<file path="config.mk">
export PLATFORM = sky130hd
export DESIGN_NAME = lcc_cluster
export DESIGN_NICKNAME = d
export VERILOG_FILES = /design/src/lcc_pkg.sv /design/src/lcc_cluster.sv
export VERILOG_INCLUDE_DIRS = /design/src /design/src/src
export SDC_FILE = /design/constraint.sdc
export NUM_CORES = 1
export LEC_CHECK = 0
export ABC_CLOCK_PERIOD_IN_PS = 5100
export BUFFER_PORTS_ARGS = -buffer_cell sky130_fd_sc_hd__buf_2
export CAP_MARGIN = 20
export CORE_MARGIN = 5
export CORE_UTILIZATION = 53
export CTS_BUF_LIST = sky130_fd_sc_hd__clkbuf_4 sky130_fd_sc_hd__clkbuf_8 sky130_fd_sc_hd__clkbuf_16
export DETAILED_ROUTE_END_ITERATION = 6
export PLACE_DENSITY = 0.74
export SETUP_SLACK_MARGIN = 0.15
export SLEW_MARGIN = 20
export SYNTH_ARGS = -nofsm -noshare
export SYNTH_HDL_FRONTEND = slang
export SYNTH_SLANG_ARGS = --single-unit
</file>
<file path="constraint.sdc">
create_clock -name I_SYS_CLK -period 5.1 [get_ports I_SYS_CLK]
set_input_delay 0 -clock I_SYS_CLK [delete_from_list [all_inputs] [get_ports I_SYS_CLK]]
set_output_delay 0 -clock I_SYS_CLK [all_outputs]
set_load 0.05 [all_outputs]
</file>
<file path="src/lcc_defs.svh">
`ifndef LCC_DEFS_SVH
`define LCC_DEFS_SVH
// Operation
// [RQ1] Cluster has four shared control lines with inversion, usable by all eight cells.
// [RQ2] Lines zero and one act as clocks, lines two and three as clear/preset.
// [RQ3] Clock lines take dedicated, global, I/O or local sources; clear lines not dedicated.
// [RQ4] Every cell has a four-input lookup table for any function of four inputs.
// [RQ5] Cell register works as D, T, JK or SR flip-flop with clock enable.
// [RQ6] Combinational use bypasses the register; table result drives the output.
// [RQ7] Local and row outputs each choose register or table result independently.
// [RQ8] Carry and cascade chains run through all cells and on to row neighbours.
// [RQ9] Incoming carry feeds the cell's table and the next carry stage.
// [RQ10] Carry past eight cells continues in the cluster two places along, parity kept.
// [RQ11] Carry chain stops at the mid-row memory column; fresh chain starts beyond.
// [RQ12] An n-bit adder uses n+1 cells; last carry lands in an extra cell.
// [RQ13] Cascade combines adjacent cell results by AND, or OR via inversion.
// [RQ14] Each cascaded cell adds four inputs; n cells give 4n inputs.
// [RQ15] Cascade past eight cells continues two clusters along, parity kept.
// [RQ16] Cascade chain stops at row centre; new chain starts in next cluster.
// [RQ17] Four cell modes: normal, arithmetic, up/down counter, clearable counter.
// [RQ18] Seven cell inputs: four data, register feedback, carry-in, cascade-in.
// [RQ19] Three separate inputs give register clock, clear and preset.
// [RQ20] Synchronous clock enable in all modes; data input one may drive it.
// [RQ21] Arithmetic mode splits table into sum and carry halves of three inputs.
// [RQ22] Counter modes choose count or load data through a two-way selector.
// [RQ23] Clearable counter ANDs selector output with synchronous clear.
// [RQ24] Chip-wide reset beats every clear, preset and load of the register.
// [RQ25] Mode, routing, inversion and register type are static configuration bits.
// [RQ26] Register updates only on selected clock edge with enable high, else holds.
`define LCC_NUM_CELLS   8
`define LCC_NUM_LINES   4
`define LCC_NUM_CLKS    2
`define LCC_ADDR_W      8
`define LCC_DATA_W      32
`define LCC_OFS_CELL0   8'h00
`define LCC_OFS_CLU_CFG 8'h20
`define LCC_OFS_STATUS  8'h24
`define LCC_OFS_LINES   8'h28
`define LCC_CELL_RST    32'h0000_0000
`define LCC_CLU_RST     32'h0000_0000
`define LCC_SRC_DED     2'h0
`define LCC_SRC_GLOBAL  2'h1
`define LCC_SRC_IO      2'h2
`define LCC_SRC_LOCAL   2'h3
`define LCC_IDX_CLU     4'h8
`define LCC_IDX_STATUS  4'h9
`define LCC_IDX_LINES   4'hA
`define LCC_IDX_NONE    4'hF
`define LCC_ADDER_MASK  16'hE896
`endif

</file>
<file path="src/lcc_pkg.sv">
`include "lcc_defs.svh"
package lcc_pkg;
  typedef enum logic [1:0] {MODE_NORMAL, MODE_ARITH, MODE_UPDN, MODE_CLRCNT} lcc_mode_t;
  typedef enum logic [1:0] {FF_D, FF_T, FF_JK, FF_SR} lcc_ff_t;

  typedef struct packed {
    logic        rsv;
    logic        pack_d4;
    logic        carry_as_d3;
    logic        pre_en;
    logic        clr_sel;
    logic        clr_en;
    logic        clk_sel;
    logic        casc_or;
    logic        casc_en;
    logic        ce_from_d1;
    logic        row_sel_reg;
    logic        loc_sel_reg;
    lcc_ff_t     ff_type;
    lcc_mode_t   mode;
    logic [15:0] lut_mask;
  } lcc_cell_cfg_t;

  typedef struct packed {
    logic [17:0] rsv;
    logic        break_casc;
    logic        break_carry;
    logic [3:0][1:0] src_sel;
    logic [3:0]  inv;
  } lcc_clu_cfg_t;

  typedef struct packed {
    logic cell_data_in_four;
    logic cell_data_in_three;
    logic cell_data_in_two;
    logic cell_data_in_one;
  } lcc_cell_data_t;

  typedef struct packed {
    logic [1:0] ded_clk;
    logic [3:0] global_sig;
    logic [3:0] io_sig;
    logic [3:0] local_sig;
  } lcc_ctrl_src_t;
endpackage

</file>
<file path="src/lcc_cluster.sv">
// The strobed register port and the placing of the registers were left to the implementer.
`timescale 1ns/1ns
`include "lcc_defs.svh"
module lcc_cluster (
  input  wire logic                                   I_SYS_CLK,
  input  wire logic                                   I_RSTN,
  input  wire logic                                   I_CE,
  input  wire logic [`LCC_ADDR_W-1:0]                 I_ADDR,
  input  wire logic [`LCC_DATA_W-1:0]                 I_WDATA,
  input  wire logic                                   I_WE,
  input  wire logic                                   I_RE,
  output logic      [`LCC_DATA_W-1:0]                 O_RDATA,
  input  wire lcc_pkg::lcc_ctrl_src_t                 I_CTRL_SRC,
  input  wire logic                                   I_CHIP_RSTN,
  input  wire lcc_pkg::lcc_cell_data_t [`LCC_NUM_CELLS-1:0] I_CELL_DATA,
  input  wire logic                                   I_CARRY_IN,
  input  wire logic                                   I_CASCADE_IN,
  output logic                                        O_CARRY_OUT,
  output logic                                        O_CASCADE_OUT,
  output logic      [`LCC_NUM_CELLS-1:0]              O_LOCAL_OUT,
  output logic      [`LCC_NUM_CELLS-1:0]              O_ROW_OUT
);

  ////////////////////////////////////////////////////////////////////////////
  // Helpers

  function automatic logic lut_rd(input logic [15:0] mask, input logic [3:0] idx);
    lut_rd = mask[idx];
  endfunction

  function automatic logic [3:0] reg_idx(input logic [`LCC_ADDR_W-1:0] addr);
    if (addr[1:0] != 2'h0) begin
      reg_idx = `LCC_IDX_NONE;
    end else if (addr < `LCC_OFS_CLU_CFG) begin
      reg_idx = addr[5:2];
    end else if (addr == `LCC_OFS_CLU_CFG) begin
      reg_idx = `LCC_IDX_CLU;
    end else if (addr == `LCC_OFS_STATUS) begin
      reg_idx = `LCC_IDX_STATUS;
    end else if (addr == `LCC_OFS_LINES) begin
      reg_idx = `LCC_IDX_LINES;
    end else begin
      reg_idx = `LCC_IDX_NONE;
    end
  endfunction

  ////////////////////////////////////////////////////////////////////////////
  // Configuration registers

  lcc_pkg::lcc_cell_cfg_t [`LCC_NUM_CELLS-1:0] cell_cfg_q, cell_cfg_d;
  lcc_pkg::lcc_clu_cfg_t                       clu_cfg_q, clu_cfg_d;
  logic [`LCC_DATA_W-1:0]                      rdata_d, rdata_q;
  logic [3:0]                                  wr_idx, rd_idx;
  logic [`LCC_NUM_CELLS-1:0]                   cell_q, cell_d;
  logic [`LCC_NUM_LINES-1:0]                   line;
  wire  [`LCC_NUM_CELLS:0]                     carry;
  wire  [`LCC_NUM_CELLS:0]                     cas;

  // Static setup, written by software only
  always_comb begin
    wr_idx     = reg_idx(I_ADDR);
    cell_cfg_d = cell_cfg_q;
    clu_cfg_d  = clu_cfg_q;
    if (I_WE) begin
      if (wr_idx < `LCC_IDX_CLU) begin
        cell_cfg_d[wr_idx[2:0]] = I_WDATA; // RQ25
      end else if (wr_idx == `LCC_IDX_CLU) begin
        clu_cfg_d = I_WDATA; // RQ25
      end
    end
  end

  always_comb begin
    rd_idx  = reg_idx(I_ADDR);
    rdata_d = `LCC_DATA_W'(0);
    if (I_RE) begin
      if (rd_idx < `LCC_IDX_CLU) begin
        rdata_d = cell_cfg_q[rd_idx[2:0]];
      end else if (rd_idx == `LCC_IDX_CLU) begin
        rdata_d = clu_cfg_q;
      end else if (rd_idx == `LCC_IDX_STATUS) begin
        rdata_d = {22'h00_0000, cas[`LCC_NUM_CELLS], carry[`LCC_NUM_CELLS], cell_q};
      end else if (rd_idx == `LCC_IDX_LINES) begin
        rdata_d = {28'h000_0000, line};
      end
    end
  end

  always_ff @(posedge I_SYS_CLK or negedge I_RSTN) begin
    if (!I_RSTN) begin
      cell_cfg_q <= {`LCC_NUM_CELLS{`LCC_CELL_RST}};
      clu_cfg_q  <= `LCC_CLU_RST;
      rdata_q    <= `LCC_DATA_W'(0);
    end else if (I_CE) begin
      cell_cfg_q <= cell_cfg_d;
      clu_cfg_q  <= clu_cfg_d;
      rdata_q    <= rdata_d;
    end
  end

  assign O_RDATA = rdata_q;

  ////////////////////////////////////////////////////////////////////////////
  // Shared control lines

  lcc_pkg::lcc_ctrl_src_t       src_s1_q, src_s2_q;
  logic                         rstn_s1_q, rstn_s2_q;
  logic [`LCC_NUM_CLKS-1:0]     clk_prev_q, clk_rise;
  logic [`LCC_NUM_LINES-1:0]    raw;
  logic                         chip_rst;

  // Line source select and inversion
  always_comb begin
    for (int l = 0; l < `LCC_NUM_LINES; l++) begin
      unique case (clu_cfg_q.src_sel[l])
        // Dedicated clock inputs reach only the clock lines
        `LCC_SRC_DED:    raw[l] = (l < `LCC_NUM_CLKS) ? src_s2_q.ded_clk[l % 2] : src_s2_q.local_sig[l]; // RQ3
        `LCC_SRC_GLOBAL: raw[l] = src_s2_q.global_sig[l]; // RQ3
        `LCC_SRC_IO:     raw[l] = src_s2_q.io_sig[l]; // RQ3
        `LCC_SRC_LOCAL:  raw[l] = src_s2_q.local_sig[l]; // RQ3
      endcase
      line[l] = raw[l] ^ clu_cfg_q.inv[l]; // RQ1
    end
    clk_rise = line[`LCC_NUM_CLKS-1:0] & ~clk_prev_q; // RQ2
    chip_rst = !rstn_s2_q;
  end

  always_ff @(posedge I_SYS_CLK or negedge I_RSTN) begin
    if (!I_RSTN) begin
      src_s1_q   <= '0;
      src_s2_q   <= '0;
      rstn_s1_q  <= 1'b0;
      rstn_s2_q  <= 1'b0;
      clk_prev_q <= '0;
    end else if (I_CE) begin
      src_s1_q   <= I_CTRL_SRC;
      src_s2_q   <= src_s1_q;
      rstn_s1_q  <= I_CHIP_RSTN;
      rstn_s2_q  <= rstn_s1_q;
      clk_prev_q <= line[`LCC_NUM_CLKS-1:0];
    end
  end

  ////////////////////////////////////////////////////////////////////////////
  // Logic cells

  logic [`LCC_NUM_CELLS-1:0] comb_v, loc_d, row_d, clr_v, pre_v, upd_v;

  // Chain heads; a break feeds the neutral value
  assign carry[0] = clu_cfg_q.break_carry ? 1'b0 : I_CARRY_IN; // RQ11 RQ10
  assign cas[0]   = clu_cfg_q.break_casc ? ~cell_cfg_q[0].casc_or : I_CASCADE_IN; // RQ16 RQ15

  for (genvar i = 0; i < `LCC_NUM_CELLS; i++) begin : g_cell
    lcc_pkg::lcc_cell_cfg_t  c;
    lcc_pkg::lcc_cell_data_t d;
    logic cin, lut_o, sum_o, cy_o, cnt_o, ccy_o, updn, ldmux, base, cout, comb, ffsrc, nxt, ce, clr, pre, edge_s;

    assign c = cell_cfg_q[i];
    assign d = I_CELL_DATA[i];
    assign cin = carry[i];

    always_comb begin
      // Normal: four-input table, input three may be the carry
      lut_o = lut_rd(c.lut_mask, {d.cell_data_in_four,
                                  c.carry_as_d3 ? cin : d.cell_data_in_three,
                                  d.cell_data_in_two, d.cell_data_in_one}); // RQ4 RQ9
      // Arithmetic: low half sums, high half carries
      sum_o = lut_rd(c.lut_mask, {1'b0, cin, d.cell_data_in_three, d.cell_data_in_two}); // RQ21 RQ9
      cy_o  = lut_rd(c.lut_mask, {1'b1, cin, d.cell_data_in_three, d.cell_data_in_two}); // RQ21 RQ12
      // Counters: feedback, carry and up/down into split table
      updn  = (c.mode == lcc_pkg::MODE_CLRCNT) ? 1'b0 : d.cell_data_in_three;
      cnt_o = lut_rd(c.lut_mask, {1'b0, cin, cell_q[i], updn}); // RQ18
      ccy_o = lut_rd(c.lut_mask, {1'b1, cin, cell_q[i], updn});
      ldmux = d.cell_data_in_four ? d.cell_data_in_two : cnt_o; // RQ22
      if (c.mode == lcc_pkg::MODE_CLRCNT) begin
        ldmux = ldmux & ~d.cell_data_in_three; // RQ23
      end
      unique case (c.mode) // RQ17
        lcc_pkg::MODE_NORMAL: begin
          base = lut_o;
          cout = cin;
        end
        lcc_pkg::MODE_ARITH: begin
          base = sum_o;
          cout = cy_o;
        end
        lcc_pkg::MODE_UPDN,
        lcc_pkg::MODE_CLRCNT: begin
          base = cnt_o;
          cout = ccy_o;
        end
      endcase
      // Cascade: AND, or OR as inverted AND of inverted terms
      if (!c.casc_en) begin
        comb = base;
      end else if (c.casc_or) begin
        comb = ~(~base & ~cas[i]); // RQ13 RQ14
      end else begin
        comb = base & cas[i]; // RQ13 RQ14
      end
      // Register input: packed data four, counter mux or table
      if (c.mode == lcc_pkg::MODE_UPDN || c.mode == lcc_pkg::MODE_CLRCNT) begin
        ffsrc = ldmux;
      end else if (c.pack_d4) begin
        ffsrc = d.cell_data_in_four;
      end else begin
        ffsrc = comb;
      end
      // Counters always load as D; three is K or R otherwise
      if (c.mode == lcc_pkg::MODE_UPDN || c.mode == lcc_pkg::MODE_CLRCNT) begin
        nxt = ffsrc;
      end else begin
        unique case (c.ff_type) // RQ5
          lcc_pkg::FF_D:  nxt = ffsrc;
          lcc_pkg::FF_T:  nxt = cell_q[i] ^ ffsrc;
          lcc_pkg::FF_JK: nxt = (ffsrc & ~cell_q[i]) | (~d.cell_data_in_three & cell_q[i]);
          lcc_pkg::FF_SR: nxt = ffsrc | (cell_q[i] & ~d.cell_data_in_three);
        endcase
      end
      ce     = c.ce_from_d1 ? d.cell_data_in_one : 1'b1; // RQ20
      edge_s = clk_rise[c.clk_sel]; // RQ19
      clr    = c.clr_en & line[2 + int'(c.clr_sel)]; // RQ19
      pre    = c.pre_en & line[3 - int'(c.clr_sel)]; // RQ19
    end

    assign carry[i+1] = cout; // RQ8 RQ9
    assign cas[i+1]   = comb; // RQ8
    assign comb_v[i]  = comb;
    assign clr_v[i]   = clr;
    assign pre_v[i]   = pre;
    assign upd_v[i]   = edge_s & ce;

    // Reset wins, then clear, preset, clocked update
    assign cell_d[i] = chip_rst ? 1'b0 : // RQ24
                       clr      ? 1'b0 :
                       pre      ? 1'b1 :
                       (edge_s & ce) ? nxt : cell_q[i]; // RQ26 RQ5
    assign loc_d[i] = c.loc_sel_reg ? cell_q[i] : comb; // RQ6 RQ7
    assign row_d[i] = c.row_sel_reg ? cell_q[i] : comb; // RQ6 RQ7
  end

  ////////////////////////////////////////////////////////////////////////////
  // Cell registers and output stage

  always_ff @(posedge I_SYS_CLK or negedge I_RSTN) begin
    if (!I_RSTN) begin
      cell_q        <= '0;
      O_LOCAL_OUT   <= '0;
      O_ROW_OUT     <= '0;
      O_CARRY_OUT   <= 1'b0;
      O_CASCADE_OUT <= 1'b0;
    end else if (I_CE) begin
      cell_q        <= cell_d;
      O_LOCAL_OUT   <= loc_d;
      O_ROW_OUT     <= row_d;
      O_CARRY_OUT   <= carry[`LCC_NUM_CELLS]; // RQ8 RQ10
      O_CASCADE_OUT <= cas[`LCC_NUM_CELLS]; // RQ8 RQ15
    end
  end

  ////////////////////////////////////////////////////////////////////////////
  // Checks

  logic                      all_adder;
  logic [`LCC_NUM_CELLS-1:0] opa, opb;

  always_comb begin
    all_adder = !clu_cfg_q.break_carry;
    for (int k = 0; k < `LCC_NUM_CELLS; k++) begin
      opa[k] = I_CELL_DATA[k].cell_data_in_two;
      opb[k] = I_CELL_DATA[k].cell_data_in_three;
      all_adder = all_adder && cell_cfg_q[k].mode == lcc_pkg::MODE_ARITH &&
                  cell_cfg_q[k].lut_mask == `LCC_ADDER_MASK && !cell_cfg_q[k].casc_en;
    end
  end
endmodule // lcc_cluster

</file>
==> flow_summary.json, run 1 <==
{
  "pwr-share-comb": 0.137,
  "wl_per_cell_microns": 27.1,
  "diodes": 0,
  "dr.first_iter.drc_count": 2156,
  "period_minus_slack_ns": 5.38,
  "placed_area_sq_um": 24500,
  "sw_frac_of_total": 0.270,
  "hpwl_microns": 56000,
  "critPathCaptureType": "flip-flop",
  "drive_gt1_frac": 0.394,
  "avgSynthCellArea_sq_um": 11.3,
  "synth_area_leader_cell": "dfrtp_1",
  "io_buffers": 143,
  "path_class": "reg2reg",
  "slowest_delay_ns": 0.53,
  "crit_cells": 21,
  "critPathMaxFanout": 4,
  "clock-sinks": 378,
  "path_delay_family": "compound AO/OA/AOI/OAI gates",
  "fin_crit_sh": 1.05,
  "syn_area_sq_um": 22200,
  "rrSetupSlack_ns": -0.28,
  "cp.required_ns": 5.55,
  "total_power_uw": 7490,
  "fin_area_sq_um": 26900,
  "skew_ns": 0.0214,
  "fp.dieH_microns": 215,
  "nNetsFinal": 2359,
  "r2r_cells": 21,
  "rsz0062_at_grt": "true",
  "seq_power_share": 0.429,
  "timing.rr.end": "cell_q[7]$_DFFE_PN0P_",
  "row_count": 75,
  "async_reset_ff_frac": 1.00,
  "grt_overflow": 0,
  "ioPinCount": 144,
  "die_x_microns": 215,
  "core-area_sq_um": 41700,
  "holdCritPathClass": "in2reg",
  "cp-start-kind": "flip-flop",
  "synth_top_flop_cell": "dfrtp_1",
  "clock_path_buffers": 3,
  "synth-seq-area-share": 0.427,
  "fmax_ghz": 0.186,
  "syn_nets": 2062,
  "crit_buf_inv": 0,
  "violations": "negative setup slack",
  "status": "finished, violations left",
  "critPathLaunch": "cell_cfg_q[80]$_DFFE_PN0P_",
  "maxCapViolCount": 0,
  "power_frac_clock": 0.434,
  "place.gp.congestion": 0.976,
  "start_util": 0.532,
  "final_util": 0.645,
  "slew_viol_final": 0,
  "fin_ws_ns": -0.280,
  "crit_top_cell": "or3_4",
  "clkLatencyLatePin_ns": 0.58,
  "synth-seq-cells": 378,
  "firstDrtPassIters": 5,
  "area_delta_synth_final_pct": 21.2,
  "timing.slew.headroom": 0.242,
  "max-vdd-ir-drop_v": 0.000344,
  "path_cells": "nor2b_2 > mux4_2 > a22oi_2 > mux2i_4 > a22o_4 > o21a_1 > or3_4 > mux2_4 > or4_4 > a21oi_4 > a211oi_2 > or3_4 > a311oi_2 > a2bb2oi_1 > ha_1 > nand2_2 > a21oi_2 > a31oi_1 > nor3b_1 > o41ai_2 > a2bb2oi_2",
  "yosysUniqueCellTypes": 85,
  "p_int_uw": 5470,
  "p_leak_uw": 0.0125,
  "antenna_found_initial": 2,
  "r2r_start": "cell_cfg_q[80]$_DFFE_PN0P_",
  "synth_edf_count": 0,
  "netlist.area_leader.share": 0.427,
  "fin_setup_tns_ns": -0.420,
  "numCtsBuffers": 43,
  "grt_pass1_vias": 18877,
  "cts_root_buf": "clkbuf_16",
  "hold_viol_final": 0,
  "crit_end": "cell_q[7]$_DFFE_PN0P_",
  "synthTopCellsByArea": "dfrtp_1, mux2_2, mux4_2, mux2i_1, nand2_1",
  "worstMarginPinSlew_ns": 1.13,
  "cp.arrival_ns": 5.83,
  "via_per_inst": 6.69,
  "routed_wl_microns": 76600,
  "p_switching_uw": 2030,
  "grt_max_degree": 142,
  "netlist_instances": 1956,
  "grt_pass1_wl_microns": 115000,
  "cts.clk_slew.worst_paths_ns": 0.06,
  "grt_usage": 0.324,
  "die_area_sq_um": 46000,
  "drcViolationCount": 0,
  "slowest_stage": "mux4_2",
  "ant_nets": 0,
  "setup_violations": 2,
  "yosysWarnings": 0,
  "vias": 18879,
  "htree_levels": 2,
  "cts_tree": "done",
  "p_per_area_nw_per_um2": 279,
  "holdWs_ns": 0.0592
}
## cells by family (layout without fill, tap and decap cells)
group                    count (synthesis)  after routing  synth area share
multiplexers                           507            507             0.300
adder cells (fa/ha/maj)                 12             12           0.00677
AO/OA/AOI/OAI                          413            413             0.138
flip-flops                             378            378             0.427
XOR/XNOR                                 8              8           0.00316
buffers and inverters                  188            517            0.0329
AND/OR/NAND/NOR                        450            450            0.0924
## per-stage QoR
| step | instances | setup WS [ns] |
|---|---|---|
| 6_report | 2824 | -0.280 |
| 5_1_grt | 2824 | -0.505 |
| 4_1_cts | 2816 | -0.197 |
| 3_5_place_dp | 2680 | -0.376 |
| 3_3_place_gp | 2680 | -0.258 |
| 2_1_floorplan | 1956 | -0.0348 |
## layer usage
layer  share of wire  vias to the layer above  track usage
met4           0.048                        4        0.135
met5         0.00022                        -            0
met1            0.38                     9560        0.435
met2            0.46                     1062        0.510
li1                -                     8048            -
met3            0.10                      205       0.0805
## sequential cells by signal, indices dropped and copies added, names as in the netlist
register       flops
O_RDATA           32
O_LOCAL_OUT        8
src_s2_q          14
rstn_s1_q          1
src_s1_q          14
clu_cfg_q         32
cell_cfg_q       256
cell_q             8
O_CARRY_OUT        1
O_ROW_OUT          8
rstn_s2_q          1
O_CASCADE_OUT      1
clk_prev_q         2
## cell type report
type | count | area (sq um)
Clock buffer | 58 | 1230
Clock inverter | 19 | 240
Tap cell | 539 | 674
Fill cell | 3264 | 14800
Multi-Input combinational cell | 1390 | 12300
Sequential cell | 378 | 9460
Inverter | 49 | 184
Timing Repair Buffer | 391 | 2760
## synthesized netlist by cell type, drive strengths merged (12+ instances only)
master   count
mux2i       89
o21ai       63
nand2b      16
buf         31
nor2        88
clkbuf     108
o221ai      18
a32oi       67
nand3       27
nor2b       20
nor3        19
mux4        92
o211ai      20
mux2       326
o31ai       16
nand2      226
dfrtp      378
a211oi      18
ha          12
o2bb2ai     28
o22ai       22
inv         48
a31oi       17
a21oi       54
## power by group through the flow
stage	clock (uW)	sequential, uW	combinational (uW)
after floorplan	0	3260	496
after CTS	3280	3210	989
final	3250	3210	1030
after global routing	3410	3220	1090
after detailed placement	0	3260	941
after global placement	0	3250	924
## placed cells by master (no fill, tap or decap), types with 6 or more instances in the layout
cell	n
and3_1	7
nor2b_1	17
nor2_1	82
a32oi_1	66
nand2_1	225
buf_2	141
nor3_1	15
o221ai_1	18
mux2i_1	83
a22oi_1	6
nand2b_1	15
a21oi_1	51
mux4_1	7
nand3_1	27
o22ai_1	18
mux2i_4	6
or2_2	9
mux4_2	85
buf_4	192
dfrtp_1	378
o2bb2ai_1	28
o31ai_1	10
o21ai_0	62
clkbuf_16	44
o21a_1	10
a221oi_1	6
mux2_2	323
clkinv_2	10
inv_1	48
ha_1	12
a211oi_1	14
a21o_1	9
o211ai_1	19
a31oi_1	16
clkbuf_4	10
dlygate4sd3_1	53
nand3b_1	7
## worst min path at each step
stage                          startpoint                          to  depth (start not counted)
after floorplan                    I_RSTN     O_CARRY_OUT$_DFFE_PN0P_                          0
after global placement             I_RSTN  cell_cfg_q[85]$_DFFE_PN0P_                          1
after detailed placement           I_RSTN  cell_cfg_q[53]$_DFFE_PN0P_                          1
after CTS                 I_CELL_DATA[26]       cell_q[6]$_DFFE_PN0P_                          4
after global routing      I_CELL_DATA[26]       cell_q[6]$_DFFE_PN0P_                          4
final                     I_CELL_DATA[26]       cell_q[6]$_DFFE_PN0P_                          4
## tightest hold or removal path, cell delays in order
cell	delay, ns
buf_2	0.17
nand2_1	0.11
a31o_2	0.16
a311o_1	0.14
## what timing repair did
item                       CTS  global route
setup buffers                6             8
hold buffers                53             0
pin swaps                    7            19
setup endpoints to repair    4             9
gates resized for setup     19            27
hold endpoints to repair   424             0
No activity file was read; power rests on OpenSTA's default activity.
==> run 2, diff against run 1 <==
--- a/config.mk
+++ b/config.mk
@@ -9,11 +9,13 @@
 export ABC_CLOCK_PERIOD_IN_PS = 5100
 export BUFFER_PORTS_ARGS = -buffer_cell sky130_fd_sc_hd__buf_2
 export CAP_MARGIN = 20
+export CELL_PAD_IN_SITES_DETAIL_PLACEMENT = 0
+export CELL_PAD_IN_SITES_GLOBAL_PLACEMENT = 1
 export CORE_MARGIN = 5
-export CORE_UTILIZATION = 53
+export CORE_UTILIZATION = 45
 export CTS_BUF_LIST = sky130_fd_sc_hd__clkbuf_4 sky130_fd_sc_hd__clkbuf_8 sky130_fd_sc_hd__clkbuf_16
 export DETAILED_ROUTE_END_ITERATION = 6
-export PLACE_DENSITY = 0.74
+export PLACE_DENSITY_LB_ADDON = 0.1
 export SETUP_SLACK_MARGIN = 0.15
 export SLEW_MARGIN = 20
 export SYNTH_ARGS = -nofsm -noshare
==> run 2 against run 1 <==
Against the previous run:
- the run still ends with negative setup slack left
- count of clock-buffer cells in the layout grew 5
- clock skew fell by 0.0091 ns
- via count decreased by 3.5%
- cell count grew 4.6%
- register-to-register slack hardly changed
- highest routed layer unchanged
- global-route usage is 2.3 points lower
- largest cell class unchanged
- critical path depth did not move
- worst hold slack got worse by 0.056 ns
- wire length increased by 6.4%
- combinational power is essentially flat
- clock power rose by 5%
- power up 2.5%
- critical path type unchanged
- critical endpoint unchanged
==> flow_summary.json, run 2 (synthesized netlist as in run 1, its figures left out) <==
{
  "status": "finished, violations left",
  "violations": "negative setup slack",
  "final_cell_count_no_fill": 2954,
  "p_leak_uw": 0.0125,
  "vias": 18218,
  "wl_per_cell_microns": 27.6,
  "p_per_area_nw_per_um2": 282,
  "cp.required_ns": 5.57,
  "hold_viol_final": 0,
  "dp_cells": 2815,
  "final_cell_mix": "dfrtp_1, mux2_2, nand2_1",
  "critPathCaptureType": "flip-flop",
  "fin_ws_ns": -0.270,
  "worstMarginPinSlew_ns": 0.925,
  "fp.dieH_microns": 232,
  "ioPinCount": 144,
  "die_area_sq_um": 53800,
  "largest-register": "cell_cfg_q",
  "final_common_cell": "dfrtp_1",
  "place_ws_ns": -0.396,
  "cts_tree": "done",
  "fin_setup_tns_ns": -0.447,
  "dr.first_iter.drc_count": 1530,
  "row_count": 81,
  "largest_register_ffs": 256,
  "cts_root_buf": "clkbuf_16",
  "total_power_uw": 7680,
  "htree_levels": 2,
  "final_util": 0.557,
  "path_cells": "nor2b_2 > mux4_2 > a22oi_2 > mux2i_4 > a22o_4 > o21a_1 > or3_4 > mux2_4 > or4_4 > a21oi_4 > a211oi_2 > or3_4 > a311oi_2 > a2bb2oi_2 > ha_1 > nand2_2 > a21oi_2 > a31oi_1 > nor3b_2 > o41ai_2 > a2bb2oi_2",
  "critPathMaxFanout": 4,
  "slew_viol_final": 0,
  "timing.slew.headroom": 0.384,
  "die_x_microns": 232,
  "antenna_found_initial": 2,
  "nNetsFinal": 2365,
  "clkLatencyLatePin_ns": 0.58,
  "grt_max_degree": 149,
  "grt_overflow": 0,
  "grt_usage": 0.302,
  "ant_nets": 0,
  "cp.arrival_ns": 5.84,
  "max-vdd-ir-drop_v": 0.000271,
  "clock_path_buffers": 3,
  "cp-start-kind": "flip-flop",
  "numCtsBuffers": 44,
  "core-area_sq_um": 48800,
  "slowest_stage": "mux4_2",
  "grt_pass1_wl_microns": 121000,
  "diodes": 0,
  "maxCapViolCount": 0,
  "slowest_delay_ns": 0.53,
  "drcViolationCount": 0,
  "fin_crit_sh": 1.05,
  "area_delta_synth_final_pct": 22.7,
  "holdCritPathClass": "in2async",
  "place.gp.congestion": 0.954,
  "clock-sinks": 378,
  "period_minus_slack_ns": 5.37,
  "setup_violations": 2,
  "grt_pass1_vias": 18524,
  "cts.clk_slew.worst_paths_ns": 0.06,
  "hpwl_microns": 60100,
  "routed_wl_microns": 81500,
  "path_delay_family": "compound AO/OA/AOI/OAI gates",
  "fmax_ghz": 0.186,
  "io_buffers": 143,
  "fillers": 4302,
  "start_util": 0.454,
  "via_per_inst": 6.17,
  "crit_buf_inv": 0,
  "firstDrtPassIters": 5,
  "rsz0062_at_grt": "true",
  "skew_ns": 0.0122,
  "drive_gt1_frac": 0.399,
  "path_class": "reg2reg"
}
[run 2: cell count changes in the layout (fill, tap and decap cells not counted), sizes merged]
cell,before,now
bufinv,5,6
clkbuf,58,63
clkinv,12,7
buf,338,344
clkinvlp,2,0
dlygate4sd3,53,52
inv,49,50
[run 2: through the flow]
stage               area, sq um  hold slack, ns
finish                    27200         0.00346
CTS                       27000          0.0103
floorplan                 22200          -0.296
detailed placement        24800          0.0671
global placement          24800          0.0715
global route              27200          0.0538
[run 2: path summary, 6_finish.rpt]
path | from | endpoint | slack (ns) | cells past startpoint
max | cell_cfg_q[80]$_DFFE_PN0P_ | cell_q[7]$_DFFE_PN0P_ | -0.27 | 21
min | I_RSTN | cell_cfg_q[4]$_DFFE_PN0P_ | 0.003 | 2
max reg2reg | cell_cfg_q[80]$_DFFE_PN0P_ | cell_q[7]$_DFFE_PN0P_ | -0.27 | 21
min reg2reg | O_RDATA[6]$_DFFE_PN0P_ | O_RDATA[6]$_DFFE_PN0P_ | 0.48 | 1
max in group asynchronous | I_RSTN | O_LOCAL_OUT[7]$_DFFE_PN0P_ | 3.69 | 3
min in group I_SYS_CLK | I_CELL_DATA[26] | cell_q[6]$_DFFE_PN0P_ | 0.03 | 4
[run 2: power breakdown]
group          switching, uW  internal (uW)  total (uW)
clock                   1320           2100        3420
sequential               113           3100        3210
combinational            625            423        1050
total                   2060           5620        7680
[run 2: worst reg2reg max path, stage by stage, from the launching register on]
cell and delay, ns:
dfrtp_1 0.40, nor2b_2 0.18, mux4_2 0.53, a22oi_2 0.33, mux2i_4 0.15, a22o_4 0.32
o21a_1 0.20, or3_4 0.38, mux2_4 0.33, or4_4 0.50, a21oi_4 0.17, a211oi_2 0.06
or3_4 0.42, a311oi_2 0.25, a2bb2oi_2 0.15, ha_1 0.16, nand2_2 0.08, a21oi_2 0.12
a31oi_1 0.06, nor3b_2 0.20, o41ai_2 0.10, a2bb2oi_2 0.17
[run 2: repair_timing]
item                                    4_1_cts  5_1_grt
hold endpoints to repair                    405        0
setup buffers                                 6        3
resized for setup                            27       25
endpoints found under the setup margin        5        8
hold buffers                                 52        0
pin swaps                                     9       18
[run 2: layer usage]
layer	GRT usage	wire (microns)
met1	0.418	34700
met2	0.469	37300
met3	0.0660	6220
met4	0.112	3290
met5	0	27
[run 2: final cells by class]
cell class | instances | area (sq um) | area share
Clock buffer | 63 | 1320 | 0.0487
Clock inverter | 14 | 228 | 0.00837
Inverter | 49 | 184 | 0.00676
Multi-Input combinational cell | 1390 | 12400 | 0.455
Sequential cell | 378 | 9460 | 0.348
Tap cell | 664 | 831 | 0.0305
Timing Repair Buffer | 396 | 2800 | 0.103
